`src/hdl/aca_pkg.sv`:
```
// Overview of operation
// [RULE1] Every channel has high-high, high, low and low-low process alarm limits.
// [RULE2] Process alarms stay disabled after reset until the controller enables them.
// [RULE3] An enabled channel reaching a limit sets that alarm status bit.
// [RULE4] Limits are compared with the scaled value in engineering units.
// [RULE5] A per-channel latch bit keeps triggered process alarms set until unlatched.
// [RULE6] A latched process alarm clears only by an unlatch request; the code also clears it while the channel's alarm_enable bit is 0.
// [RULE7] Each process alarm has its own release bit; a 0-to-1 edge clears it.
// [RULE8] Release is edge based; a release bit held at 1 does not clear again.
// [RULE9] The controller returns each release bit to 0 after unlatching.
// [RULE10] The controller unlatches only after the alarm condition has gone.
// [RULE11] Without latching, an alarm clears when its condition ends, after deadband.
// [RULE12] The deadband holds an alarm while the value stays within it of the limit.
// [RULE13] Sample-to-sample change above the rate limit sets the rate alarm status.
// [RULE14] Rate alarm latching is selected per channel.
// [RULE15] A rising rate release bit clears a latched rate alarm.
// [RULE16] Unlatching while the rate is still excessive relatches at once.
// [RULE17] The controller unlatches the rate alarm only once the rate is back in limit.
// [RULE18] A per-channel sensor offset is added to each sample value.
// [RULE19] The controller supplies the offset through the channel offset value.
// [RULE20] Wire-break detection acts only when its per-channel enable is set.
// [RULE21] Current mode open wire forces underrange data and sets wire-break and fault.
// [RULE22] Alarms are judged once per sample after the offset; reset clears them.
package aca_pkg;

	// ----------------------------------------------------------------
	// Sizes and reset values
	// ----------------------------------------------------------------
	localparam int NUM_CH   = 8;
	localparam int CH_W     = 3;
	localparam int NUM_PROC = 4;

	typedef logic signed [15:0] aca_data_t;
	typedef logic        [15:0] aca_rate_t;
	typedef logic   [CH_W-1:0]  aca_chan_t;
	typedef logic [NUM_CH-1:0]  aca_mask_t;

	localparam aca_mask_t MASK_RST = 8'h00;
	localparam aca_data_t DATA_RST = 16'h0000;
	localparam aca_chan_t CHAN_RST = 3'h0;

	// Process alarm slot positions.
	localparam int IDX_HH = 0;
	localparam int IDX_H  = 1;
	localparam int IDX_L  = 2;
	localparam int IDX_LL = 3;

	// Current below which a current loop counts as open; the converter flags it.
	localparam int OPEN_WIRE_MIN_UA = 100;
	// Clock edges from a sample strobe to its result on the outputs.
	localparam int EVAL_LATENCY = 2;

	// ----------------------------------------------------------------
	// Saturating arithmetic
	// ----------------------------------------------------------------
	function automatic aca_data_t aca_sat(input logic signed [16:0] s);
		if (s[16] != s[15]) begin
			return s[16] ? 16'h8000 : 16'h7FFF;
		end
		return s[15:0];
	endfunction

	function automatic aca_data_t aca_sat_add(input aca_data_t a, input aca_data_t b);
		return aca_sat({a[15], a} + {b[15], b});
	endfunction

	function automatic aca_data_t aca_sat_sub(input aca_data_t a, input aca_data_t b);
		return aca_sat({a[15], a} - {b[15], b});
	endfunction

endpackage

```
`src/hdl/aca_limit_cmp.sv`:
```
`timescale 1ns/1ps
module aca_limit_cmp #(
	parameter bit IS_HIGH = 1'b1
) (
	input  wire aca_pkg::aca_data_t value,
	input  wire aca_pkg::aca_data_t limit,
	input  wire aca_pkg::aca_data_t deadband,
	input  wire logic               alarm_now,
	output logic                    trig,
	output logic                    cond
);
	import aca_pkg::*;

	aca_data_t edge_val;
	logic      hold;

	// Trigger on reaching the limit; hold inside the deadband band on the normal side of it.
	always_comb begin
		edge_val = IS_HIGH ? aca_sat_sub(limit, deadband) : aca_sat_add(limit, deadband);
		trig     = IS_HIGH ? (value >= limit) : (value <= limit); // RULE3 RULE4
		hold     = IS_HIGH ? (value > edge_val) : (value < edge_val); // RULE12
		cond     = trig | (alarm_now & hold); // RULE11
	end
endmodule

```
`src/hdl/aca_alarm_top.sv`:
```
`timescale 1ns/1ps
module aca_alarm_top (
	input  wire logic                                  clk,
	input  wire logic                                  rst,
	input  wire logic                                  sample_valid,
	input  wire aca_pkg::aca_chan_t                    sample_chan,
	input  wire aca_pkg::aca_data_t                    sample_data,
	input  wire logic                                  sample_current_low,
	input  wire aca_pkg::aca_mask_t                    alarm_enable,
	input  wire aca_pkg::aca_mask_t                    proc_latch_en,
	input  wire aca_pkg::aca_mask_t                    rate_latch_en,
	input  wire aca_pkg::aca_mask_t                    open_wire_en,
	input  wire aca_pkg::aca_mask_t                    current_mode,
	input  wire aca_pkg::aca_data_t [aca_pkg::NUM_CH-1:0] hh_limit,
	input  wire aca_pkg::aca_data_t [aca_pkg::NUM_CH-1:0] high_limit,
	input  wire aca_pkg::aca_data_t [aca_pkg::NUM_CH-1:0] low_limit,
	input  wire aca_pkg::aca_data_t [aca_pkg::NUM_CH-1:0] ll_limit,
	input  wire aca_pkg::aca_data_t [aca_pkg::NUM_CH-1:0] alarm_deadband,
	input  wire aca_pkg::aca_rate_t [aca_pkg::NUM_CH-1:0] rate_limit,
	input  wire aca_pkg::aca_data_t [aca_pkg::NUM_CH-1:0] channel_offset_value,
	input  wire aca_pkg::aca_data_t [aca_pkg::NUM_CH-1:0] underrange_value,
	input  wire aca_pkg::aca_mask_t                    hh_alarm_release_bit,
	input  wire aca_pkg::aca_mask_t                    high_alarm_release_bit,
	input  wire aca_pkg::aca_mask_t                    low_alarm_release_bit,
	input  wire aca_pkg::aca_mask_t                    ll_alarm_release_bit,
	input  wire aca_pkg::aca_mask_t                    rate_alarm_release_bit,
	output aca_pkg::aca_mask_t                         hh_alarm_status,
	output aca_pkg::aca_mask_t                         high_alarm_status,
	output aca_pkg::aca_mask_t                         low_alarm_status,
	output aca_pkg::aca_mask_t                         ll_alarm_status,
	output aca_pkg::aca_mask_t                         rate_alarm_status,
	output aca_pkg::aca_mask_t                         wire_break_status,
	output aca_pkg::aca_mask_t                         channel_fault_status,
	output logic                                       data_valid,
	output aca_pkg::aca_chan_t                         data_chan,
	output aca_pkg::aca_data_t                         data_value
);
	import aca_pkg::*;
	// ----------------------------------------------------------------
	// State
	// ----------------------------------------------------------------
	aca_mask_t                 alarm_en_reg;
	aca_mask_t [NUM_PROC-1:0]  proc_status_reg;
	aca_mask_t [NUM_PROC-1:0]  rel_prev_reg;
	aca_mask_t [NUM_PROC-1:0]  rel_in;
	aca_mask_t [NUM_PROC-1:0]  rel_rise;
	aca_mask_t                 rate_prev_reg;
	aca_mask_t                 rate_rise;
	aca_mask_t                 rate_status_reg;
	aca_mask_t                 rate_exceed_reg;
	aca_mask_t                 prev_valid_reg;
	aca_data_t                 prev_reg [NUM_CH];
	aca_mask_t                 wire_reg;
	aca_mask_t                 fault_reg;
	logic                      s1_valid_reg;
	aca_chan_t                 s1_chan_reg;
	aca_data_t                 s1_value_reg;
	logic                      s1_open_reg;
	logic                      out_valid_reg;
	aca_chan_t                 out_chan_reg;
	aca_data_t                 out_value_reg;
	logic                      open_now;
	aca_data_t                 s1_value_next;
	aca_data_t                 lim [NUM_PROC];
	logic      [NUM_PROC-1:0]  trig;
	logic      [NUM_PROC-1:0]  cond;
	logic signed [16:0]        diff;
	logic        [16:0]        diff_abs;
	logic                      rate_over;

	// ----------------------------------------------------------------
	// Stage one: offset and open wire substitution
	// ----------------------------------------------------------------
	// Open wire only counts in current mode with detection enabled.
	always_comb begin
		open_now = sample_current_low & open_wire_en[sample_chan]
			& current_mode[sample_chan]; // RULE20 RULE21
		s1_value_next = open_now ? underrange_value[sample_chan]
			: aca_sat_add(sample_data, channel_offset_value[sample_chan]); // RULE18 RULE21
	end
	// Saturation keeps a large offset from wrapping a value across the limits.
	always_ff @(posedge clk or posedge rst) begin
		if (rst) begin
			s1_valid_reg <= 1'b0;
			s1_chan_reg  <= CHAN_RST;
			s1_value_reg <= DATA_RST;
			s1_open_reg  <= 1'b0;
		end else begin
			s1_valid_reg <= sample_valid;
			s1_chan_reg  <= sample_chan;
			s1_value_reg <= s1_value_next;
			s1_open_reg  <= open_now;
		end
	end
	// ----------------------------------------------------------------
	// Stage two: process alarm comparators
	// ----------------------------------------------------------------
	always_comb begin
		lim[IDX_HH] = hh_limit[s1_chan_reg];
		lim[IDX_H]  = high_limit[s1_chan_reg];
		lim[IDX_L]  = low_limit[s1_chan_reg];
		lim[IDX_LL] = ll_limit[s1_chan_reg];
	end
	for (genvar k = 0; k < NUM_PROC; k++) begin : g_cmp
		aca_limit_cmp #(
			.IS_HIGH ((k == IDX_HH) || (k == IDX_H))
		) u_cmp (
			.value     (s1_value_reg),
			.limit     (lim[k]),
			.deadband  (alarm_deadband[s1_chan_reg]),
			.alarm_now (proc_status_reg[k][s1_chan_reg]),
			.trig      (trig[k]),
			.cond      (cond[k])
		); // RULE1
	end
	// Release bits from the controller come from the same clock; no sync needed.
	always_comb begin
		rel_in[IDX_HH] = hh_alarm_release_bit;
		rel_in[IDX_H]  = high_alarm_release_bit;
		rel_in[IDX_L]  = low_alarm_release_bit;
		rel_in[IDX_LL] = ll_alarm_release_bit;
		for (int k = 0; k < NUM_PROC; k++) begin
			rel_rise[k] = rel_in[k] & ~rel_prev_reg[k]; // RULE7 RULE8
		end
		rate_rise = rate_alarm_release_bit & ~rate_prev_reg; // RULE15
	end
	// Enables are captured so nothing alarms until the controller enables it.
	always_ff @(posedge clk or posedge rst) begin
		if (rst) begin
			alarm_en_reg  <= MASK_RST; // RULE2
			rel_prev_reg  <= '0;
			rate_prev_reg <= MASK_RST;
		end else begin
			alarm_en_reg  <= alarm_enable;
			rel_prev_reg  <= rel_in;
			rate_prev_reg <= rate_alarm_release_bit;
		end
	end
	// Process alarm status; a sample setting a bit wins over a release edge.
	always_ff @(posedge clk or posedge rst) begin
		if (rst) begin
			proc_status_reg <= '0; // RULE22
		end else begin
			for (int k = 0; k < NUM_PROC; k++) begin
				for (int c = 0; c < NUM_CH; c++) begin
					if (!alarm_en_reg[c]) begin
						proc_status_reg[k][c] <= 1'b0; // RULE2
					end else if (s1_valid_reg && s1_chan_reg == aca_chan_t'(c)) begin
						if (proc_latch_en[c]) begin
							proc_status_reg[k][c] <= trig[k]
								| (proc_status_reg[k][c] & ~rel_rise[k][c]); // RULE5 RULE6
						end else begin
							proc_status_reg[k][c] <= cond[k]; // RULE11 RULE12
						end
					end else if (rel_rise[k][c] && proc_latch_en[c]) begin
						proc_status_reg[k][c] <= 1'b0; // RULE7
					end
				end
			end
		end
	end
	// ----------------------------------------------------------------
	// Rate of change
	// ----------------------------------------------------------------
	// The first sample after reset has no predecessor and never trips the rate check.
	always_comb begin
		diff      = {s1_value_reg[15], s1_value_reg}
			- {prev_reg[s1_chan_reg][15], prev_reg[s1_chan_reg]};
		diff_abs  = diff[16] ? 17'(-diff) : 17'(diff);
		rate_over = prev_valid_reg[s1_chan_reg]
			&& (diff_abs > {1'b0, rate_limit[s1_chan_reg]}); // RULE13
	end
	// Previous sample per channel, after offset.
	always_ff @(posedge clk or posedge rst) begin
		if (rst) begin
			prev_valid_reg <= MASK_RST;
			for (int c = 0; c < NUM_CH; c++) begin
				prev_reg[c] <= DATA_RST;
			end
		end else if (s1_valid_reg) begin
			prev_valid_reg[s1_chan_reg] <= 1'b1;
			prev_reg[s1_chan_reg]       <= s1_value_reg;
		end
	end
	// Rate status; a release while the rate is still high relatches at once.
	always_ff @(posedge clk or posedge rst) begin
		if (rst) begin
			rate_status_reg <= MASK_RST;
			rate_exceed_reg <= MASK_RST;
		end else begin
			for (int c = 0; c < NUM_CH; c++) begin
				if (s1_valid_reg && s1_chan_reg == aca_chan_t'(c)) begin
					rate_exceed_reg[c] <= rate_over;
				end
				if (!alarm_en_reg[c]) begin
					rate_status_reg[c] <= 1'b0;
				end else if (s1_valid_reg && s1_chan_reg == aca_chan_t'(c)) begin
					if (rate_latch_en[c]) begin
						rate_status_reg[c] <= rate_over
							| (rate_status_reg[c] & ~rate_rise[c]); // RULE14
					end else begin
						rate_status_reg[c] <= rate_over; // RULE13
					end
				end else if (rate_rise[c] && rate_latch_en[c]) begin
					rate_status_reg[c] <= rate_exceed_reg[c]; // RULE15 RULE16
				end
			end
		end
	end
	// ----------------------------------------------------------------
	// Wire break, fault and data outputs
	// ----------------------------------------------------------------
	// Wire break is not an alarm, so the alarm enable does not mask it.
	always_ff @(posedge clk or posedge rst) begin
		if (rst) begin
			wire_reg      <= MASK_RST;
			fault_reg     <= MASK_RST;
			out_valid_reg <= 1'b0;
			out_chan_reg  <= CHAN_RST;
			out_value_reg <= DATA_RST;
		end else begin
			out_valid_reg <= s1_valid_reg;
			if (s1_valid_reg) begin
				wire_reg[s1_chan_reg]  <= s1_open_reg; // RULE21
				fault_reg[s1_chan_reg] <= s1_open_reg; // RULE21
				out_chan_reg           <= s1_chan_reg;
				out_value_reg          <= s1_value_reg;
			end
		end
	end
	// Every output is a plain copy of a register, so no logic sits after the flops.
	assign hh_alarm_status      = proc_status_reg[IDX_HH];
	assign high_alarm_status    = proc_status_reg[IDX_H];
	assign low_alarm_status     = proc_status_reg[IDX_L];
	assign ll_alarm_status      = proc_status_reg[IDX_LL];
	assign rate_alarm_status    = rate_status_reg;
	assign wire_break_status    = wire_reg;
	assign channel_fault_status = fault_reg;
	assign data_valid           = out_valid_reg;
	assign data_chan            = out_chan_reg;
	assign data_value           = out_value_reg;
endmodule

```
`config.mk`:
```
export PLATFORM = sky130hd
export DESIGN_NAME = aca_alarm_top
export DESIGN_NICKNAME = d
export VERILOG_FILES = /design/src/hdl/aca_pkg.sv /design/src/hdl/aca_limit_cmp.sv /design/src/hdl/aca_alarm_top.sv
export SDC_FILE = /design/constraint.sdc
export NUM_CORES = 2
export LEC_CHECK = 0
export BUFFER_PORTS_ARGS = -buffer_cell sky130_fd_sc_hd__clkbuf_2
export CAP_MARGIN = 30
export CORE_AREA = 2 2 470 472
export CTS_CLUSTER_SIZE = 12
export DETAILED_ROUTE_END_ITERATION = 8
export DIE_AREA = 0 0 472 474
export PLACE_DENSITY = 0.34
export RECOVER_POWER = 100
export SYNTH_ARGS = -nofsm -noshare
export SYNTH_HDL_FRONTEND = slang
export SYNTH_SLANG_ARGS = --single-unit
```
`constraint.sdc`:
```
create_clock -name clk -period 9.9 [get_ports clk]
set_clock_uncertainty 0.2 [all_clocks]
set_input_delay 0.495 -clock clk [delete_from_list [all_inputs] [get_ports clk]]
set_output_delay 0.495 -clock clk [all_outputs]
set_load 0.05 [all_outputs]
```
**Yosys cells after proc, flatten, opt, wreduce, memory -nomap -nowiden**

Index checks and enable logic that the tools add are counted.

- Register bits after elaboration: 289
- Output and inout port bits: 76
- Logic and storage cells: 561
- Bits of input ports: 1127

- Reduce and logical (&&, ||, !) cells: 52
- $lt $le $gt $ge: 14
- Add/subtract/negate cells: 7
- Equal/unequal tests: 52
- Bitwise operators: 142
- Mux-type cells: 222

Operator list:

| kind | number |
|---|---|
| $bmux W16 S3 | 9 |
| $mux W16 | 27 |
| $mux W1 | 173 |
| $bwmux W128 | 1 |
| $ne A3 B1 Y1 const B | 40 |
| $add A16 B16 Y17 | 3 |
| $logic_and A1 B1 Y1 | 51 |
| $sub A16 B16 Y17 | 3 |
| $demux W16 S3 | 1 |
| $and A1 B1 Y1 | 46 |
| $or A1 B1 Y1 | 44 |
| $and A8 B8 Y8 | 5 |
| $not A1 Y1 | 40 |
| $not A8 Y8 | 5 |
| $ge A16 B16 Y1 | 2 |
| $gt A16 B16 Y1 | 2 |
| $le A16 B16 Y1 | 2 |
| $lt A16 B16 Y1 | 2 |
| $bmux W1 S3 | 7 |
| $gt A17 B16 Y1 | 1 |
| $mux W17 | 1 |
| $neg A17 Y17 | 1 |
| $bwmux W8 | 2 |
| $eq A3 B3 Y1 const B | 4 |
| 11 further kinds | 17 |

**Longest topological paths before layout**

- Depth after elaboration: 13
- Gate-level depth with buffers: 32
- Depth with buffers taken out: 27

**Hierarchy**

A second synthesis with hierarchy kept.

- Cells, all modules: 2879
- Area total of the unflattened synthesis: 28929.0 um^2

By module, submodules not included:

| module | cells each | sequential area each (um^2) | area each (um^2) | instances |
|---|---|---|---|---|
| aca_alarm_top | 1931 | 7031.7 | 22105.0 | 1 |
| aca_limit_cmp (g_cmp[0].u_cmp ...) | 243 | 0.0 | 1751.7 | 2 |
| aca_limit_cmp (g_cmp[2].u_cmp ...) | 231 | 0.0 | 1660.3 | 2 |

**Worst setup path after synthesis**

Ideal clock, no wire load.

- Path kind: register to register
- Start: reg s1_chan_reg[0]
- End: reg proc_status_reg (netlist bit high_alarm_status[0])
- Slack: 2.282 ns
- Library setup time: 0.123 ns
- Required time: 9.577 ns
- Path buffers: 5
- Cell stages (with the launch flop): 31
- Clock period less this slack: 7.618 ns
- Arrival: 7.296 ns
- Cells stage by stage: dfrtp_1 -> buf_2 -> buf_2 -> clkbuf_1 -> buf_1 -> mux4_2 -> mux2i_1 -> ha_1 -> nor2b_1 -> o21ai_0 -> a21oi_1 -> a41oi_1 -> a21oi_1 -> a211o_1 -> a21o_1 -> a21o_1 -> xor2_1 -> ha_1 -> o311a_1 -> clkbuf_1 -> a21oi_1 -> ha_1 -> a21o_1 -> a21o_1 -> a21oi_1 -> nor2b_1 -> o21ai_0 -> nand2b_1 -> a221oi_1 -> o21ai_1 -> o221a_2

- Word-level cells in the longest chain between the ends: 12
- Elaborated cells on any way between the ends: 23
- Classes of those cells: 1 x add/sub; 2 x order compare; 2 x eq/ne; 13 x mux; 3 x bitwise; 2 x reduce/logical

RTL lines:

| item | RTL line | RTL |
|---|---|---|
| from (decl) | aca_alarm_top.sv:56 | `aca_chan_t s1_chan_reg;` |
| from (signal assigned) | aca_alarm_top.sv:90 | `s1_chan_reg <= sample_chan;` |
| $bmux W16 S3, on equally long branches | aca_alarm_top.sv:100, aca_alarm_top.sv:110 |  |
| $mux W16, on equally long branches | aca_alarm_top.sv:100, aca_alarm_top.sv:110 |  |
| $sub A16 B16 Y17 | aca_pkg.sv:68 | `return aca_sat({a[15], a} - {b[15], b});` |
| $mux W16 / $ne A1 B1 Y1 (equally long branches) | aca_pkg.sv:58, aca_pkg.sv:57 |  |
| $mux W16 / $mux W1 (equally long branches) | aca_pkg.sv:57 | `if (s[16] != s[15]) begin` |
| $mux W16 | aca_pkg.sv:60 | `return s[15:0];` |
| $gt A16 B16 Y1 | aca_limit_cmp.sv:21 | `hold = IS_HIGH ? (value > edge_val) : (value < edge_val);` |
| $and A1 B1 Y1 | aca_limit_cmp.sv:22 | `cond = trig \| (alarm_now & hold);` |
| $or A1 B1 Y1 | aca_limit_cmp.sv:22 |  |
| $mux W1 | aca_alarm_top.sv:149 | `if (proc_latch_en[c]) begin` |
| $mux W1 | aca_alarm_top.sv:148 | `end else if (s1_valid_reg && s1_chan_reg == aca_chan_t'(c)) begin` |
| $mux W1 | aca_alarm_top.sv:146 | `if (!alarm_en_reg[c]) begin` |
| to (signal, indexed assignment) | aca_alarm_top.sv:150 | `proc_status_reg[k][c] <= trig[k]` |
| to (signal, indexed assignment) | aca_alarm_top.sv:153 | `proc_status_reg[k][c] <= cond[k];` |
| to (decl) | aca_alarm_top.sv:43 | `aca_mask_t [NUM_PROC-1:0] proc_status_reg;` |

Several ways; a longest one is shown, not always the timed one. The select of a mux whose other input is x is not followed.
A chain may end at the register's enable or synchronous reset.

**Worst setup path after layout**

- Start: reg s1_chan_reg[1]
- End: reg proc_status_reg (netlist bit ll_alarm_status[7])

- Word-level cells in the longest chain between the ends: 12
- Elaborated cells on any way between the ends: 23
- Classes of those cells: 1 x add/sub; 2 x order compare; 3 x eq/ne; 13 x mux; 3 x bitwise; 1 x reduce/logical

RTL lines:

| item | RTL line | RTL |
|---|---|---|
| $bmux W16 S3, on equally long branches | aca_alarm_top.sv:102, aca_alarm_top.sv:110 |  |
| $mux W16, on equally long branches | aca_alarm_top.sv:102, aca_alarm_top.sv:110 |  |
| $add A16 B16 Y17 | aca_pkg.sv:64 | `return aca_sat({a[15], a} + {b[15], b});` |
| $mux W16 / $ne A1 B1 Y1 (equally long branches) | aca_pkg.sv:58, aca_pkg.sv:57 |  |
| $mux W16 / $mux W1 (equally long branches) | aca_pkg.sv:57 |  |
| $mux W16 | aca_pkg.sv:60 |  |
| $lt A16 B16 Y1 | aca_limit_cmp.sv:21 |  |
| $and A1 B1 Y1 | aca_limit_cmp.sv:22 |  |
| $or A1 B1 Y1 | aca_limit_cmp.sv:22 |  |
| $mux W1 | aca_alarm_top.sv:149 |  |
| $mux W1 | aca_alarm_top.sv:148 |  |
| $mux W1 | aca_alarm_top.sv:146 |  |

Several ways; a longest one is shown, not always the timed one. The select of a mux whose other input is x is not followed.

==> results by group <==
Timing
  – Worst-Margin Slew: 5.019 ns
  – Final setup fails: 0
  – Fin crit period: 9.065 ns
  – Final worst slack: 0.8353 ns
  – Min Hold Slack: 0.04218 ns
  – Max_slew headroom: -2.364
  – Slew Limit Fails: 576
  – TNS Setup: 0 ns
  – Tcrit/Tclk final: 0.9156
  – F_max: 110.3 MHz
  – Unrepaired setup endpoints after global routing: false
  – Hold Vio Cnt, Final: 0

Placed design
  – GPL Wtd Cong: 0.8933
  – Placed Cells: 6755
  – Port Buffers: 1202
  – Placed Area: 0.03769 sq mm
  – Setup Slack @ Placement: 0.9319 ns
  – HPWL after detailed placement: 165000 microns

Logic synthesis
  – Ys async rst share: 1.000
  – Distinct cell type count after synthesis: 72
  – Post-synth EDFFs: 0
  – Flop and latch count out of synthesis: 281
  – Post-Synthesis Cells: 2766
  – Synth Flop Type: dfrtp_1
  – Synthesis Warnings: 0
  – Avg Cell Area, Syn: 10.10 sq um
  – Post-Synthesis Cell Area: 0.02794 sq mm
  – Net count after synthesis: 4146
  – Register area share after synthesis: 0.2517

Worst setup path
  – Crit end category: flop
  – R2r setup slk: 0.84 ns
  – Largest fanout on the critical path: 82
  – Worst Setup SP: s1_chan_reg[1]
  – RR Endpoint: ll_alarm_status[7]
  – Startpoint types: flop
  – Critical R2R Launch: s1_chan_reg[1]
  – WP data arrival: 9.27 ns
  – CP Data Required Time: 10.11 ns
  – End point of the critical path: ll_alarm_status[7]
  – Critical path type: flop to flop
  – R2R cell count: 26

Floorplan
  – Row count: 172
  – Core Area: 0.2187 sq mm
  – I/O Pins: 1203
  – Starting density of the core: 0.1278
  – Die width: 472 microns
  – Die ar.: 0.2237 sq mm
  – DIE HEIGHT: 474 microns

Clocking
  – Inserted Clock Buffers: 36
  – CTS clk-pin slew, worst paths: 0.06 ns
  – Clock root buffer: clkbuf_16
  – Clock net sink count: 281
  – Worst-skew pair later-pin latency: 0.56 ns
  – H-Tree Depth: 2
  – CTS resizes: 0
  – CTS tree: built
  – Clock Tree Buf Depth: 3

Drt
  – Initial DRC count: 1847
  – TritonRoute pass-1 iters: 5
  – Detailed Route WL: 196700 microns
  – Via Count: 28640
  – Drt wl/cell: 28.48 microns
  – Antenna Violating Nets Remaining: 0
  – Vias per inst: 4.146
  – Detailed-route DRC error count: 0

GRT
  – Vias in the first global route: 29610
  – Grt ovf: 0
  – Largest net degree at the start of global routing: 99
  – Initial antenna violation count: 71
  – GRT Overall Usage: 0.1690
  – First-pass GRT wire length: 260900 microns

Outcome
  – Failing checks: max-capacitance violations, max-slew violations
  – Status: complete, but fails checks

Pwr
  – Leak pwr: 18.29 nW
  – Peak VDD IR: 0.0001054 V
  – PD cells: 211.1 mW/mm^2
  – Tot Pwr: 8.305 mW

Finish
  – Post-route cell area: 0.03935 sq mm
  – P&R area growth vs syn: 40.84%
  – Final #Nets: 5356
  – Layout cells sized above 1: 0.4000
  – Largest register FFs: 128
  – Final Util: 0.1800
  – Post-Layout Cell Count: 6908
  – # fillers: 24510

Run
  – Number of max-cap violations: 15

Min path
  – HP Class: primary input to flop
==> layout by cell type (no fill, tap or decap), types with 12 or more instances in the layout <==
master	n
a211oi_1	12
a21o_1	59
a21oi_1	166
a221oi_1	12
a22oi_1	13
a31oi_1	18
buf_4	65
clkbuf_1	135
clkbuf_16	38
clkbuf_2	1086
dfrtp_1	278
diode_2	34
dlygate4sd3_1	53
ha_1	247
inv_1	136
mux2_2	48
mux2i_1	126
mux4_2	299
nand2_1	496
nand2b_1	51
nand3_1	40
nand3b_1	12
nand4_1	23
nor2_1	103
nor2b_1	29
nor3_1	29
o21a_1	34
o21ai_0	110
o221a_2	12
o221ai_1	13
xnor2_1	59
xor2_1	28
==> logic make-up (layout without fill, tap and decap cells) <==
logic type / count (synthesis) / in the layout / synth area share
simple gates: 822 / 822 / 0.1286
flops: 281 / 281 / 0.2517
compound gates: 541 / 541 / 0.1285
mux: 474 / 474 / 0.3059
other cells: 0 / 34 / 0
buf+inv: 308 / 1545 / 0.04326
fa+ha+maj: 253 / 253 / 0.1149
xor+xnor: 87 / 87 / 0.02727
==> synth_stat cells (8+ instances only) <==
cell type / count / area [sq um]
a211o_1: 8 / 70.07
a211oi_1: 12 / 90.09
a21o_1: 59 / 442.9
a21oi_1: 167 / 835.8
a221oi_1: 12 / 105.1
a22oi_1: 13 / 97.59
a31oi_1: 19 / 118.9
buf_1: 49 / 183.9
buf_4: 9 / 67.56
clkbuf_1: 106 / 397.9
dfrtp_1: 281 / 7032
ha_1: 247 / 3090
inv_1: 137 / 514.2
mux2_2: 48 / 540.5
mux2i_1: 127 / 1271
mux4_2: 299 / 6734
nand2_1: 496 / 1862
nand2b_1: 51 / 319.1
nand3_1: 40 / 200.2
nand3b_1: 12 / 90.09
nand4_1: 23 / 143.9
nor2_1: 104 / 390.4
nor2b_1: 29 / 181.4
nor3_1: 31 / 155.2
nor4_1: 8 / 50.05
o211a_1: 9 / 90.09
o211ai_1: 9 / 67.56
o21a_1: 34 / 255.2
o21ai_0: 103 / 515.5
o21ai_2: 8 / 70.07
o221a_2: 12 / 135.1
o221ai_1: 13 / 113.9
or3_1: 9 / 56.30
xnor2_1: 59 / 516.8
xor2_1: 28 / 245.2
==> what timing repair did <==
action                    4_1_cts  5_1_grt
setup buffers                   0        0
hold buffers                   53        0
hold endpoints to repair      148        0
==> area by class of cell <==
class | count | area, sq um | area share
inverters | 139 | 523.0 | 0.01329
clock inverters | 12 | 211.5 | 0.005374
well taps | 2871 | 3592 | 0.09129
repair buffers | 1341 | 7101 | 0.1804
clock buffers | 53 | 1097 | 0.02789
flip-flops and latches | 281 | 7038 | 0.1789
multi-input cells | 2177 | 19700 | 0.5007
diodes | 34 | 85.08 | 0.002162
==> how the worst min path moves through the flow <==
stage                           start                    to  slack, ns  cells after the start
floorplan                s1_valid_reg            data_valid       0.15                      0
global route         rate_latch_en[1]  rate_alarm_status[1]       0.04                      3
finish               rate_latch_en[1]  rate_alarm_status[1]       0.04                      3
global placement    prev_valid_reg[0]     prev_valid_reg[0]       0.25                      1
CTS                  rate_latch_en[2]  rate_alarm_status[2]      0.006                      3
detailed placement  prev_valid_reg[7]     prev_valid_reg[7]       0.25                      1
==> power breakdown <==
group | total (mW) | internal, mW | switching (mW)
clock network | 1.47 | 0.903 | 0.568
logic | 5.23 | 2.00 | 3.23
registers | 1.61 | 1.42 | 0.185
total | 8.31 | 4.32 | 3.99
==> worst max-delay path, cell delays in order (launching register included) <==
cell and delay, ns:
dfrtp_1 1.18, buf_12 0.36, mux4_2 0.41, mux2i_1 0.28, buf_4 0.23, inv_1 0.16, ha_1 0.38, o21a_1 0.20
o21a_1 0.19, o21a_1 0.20, a41oi_1 0.29, a21oi_1 0.15, a21o_1 0.19, a21o_1 0.21, xor2_1 0.15, ha_1 0.36
inv_1 0.22, nor2_1 0.39, a21oi_1 0.09, ha_1 0.31, nand4_1 0.14, inv_1 0.09, nand4_1 0.16, a2111oi_0 0.93
o41ai_2 0.32, a21boi_1 0.69, a221oi_1 0.18
==> routing by layer <==
metal,routed length [microns],up-vias,GRT usage
met2,96170,1172,0.2929
met1,84490,14440,0.2145
met3,10660,188,0.02848
li1,-,12820,-
met4,5110,28,0.04597
met5,313,-,0.004326
No activity file was read; power rests on OpenSTA's default activity.
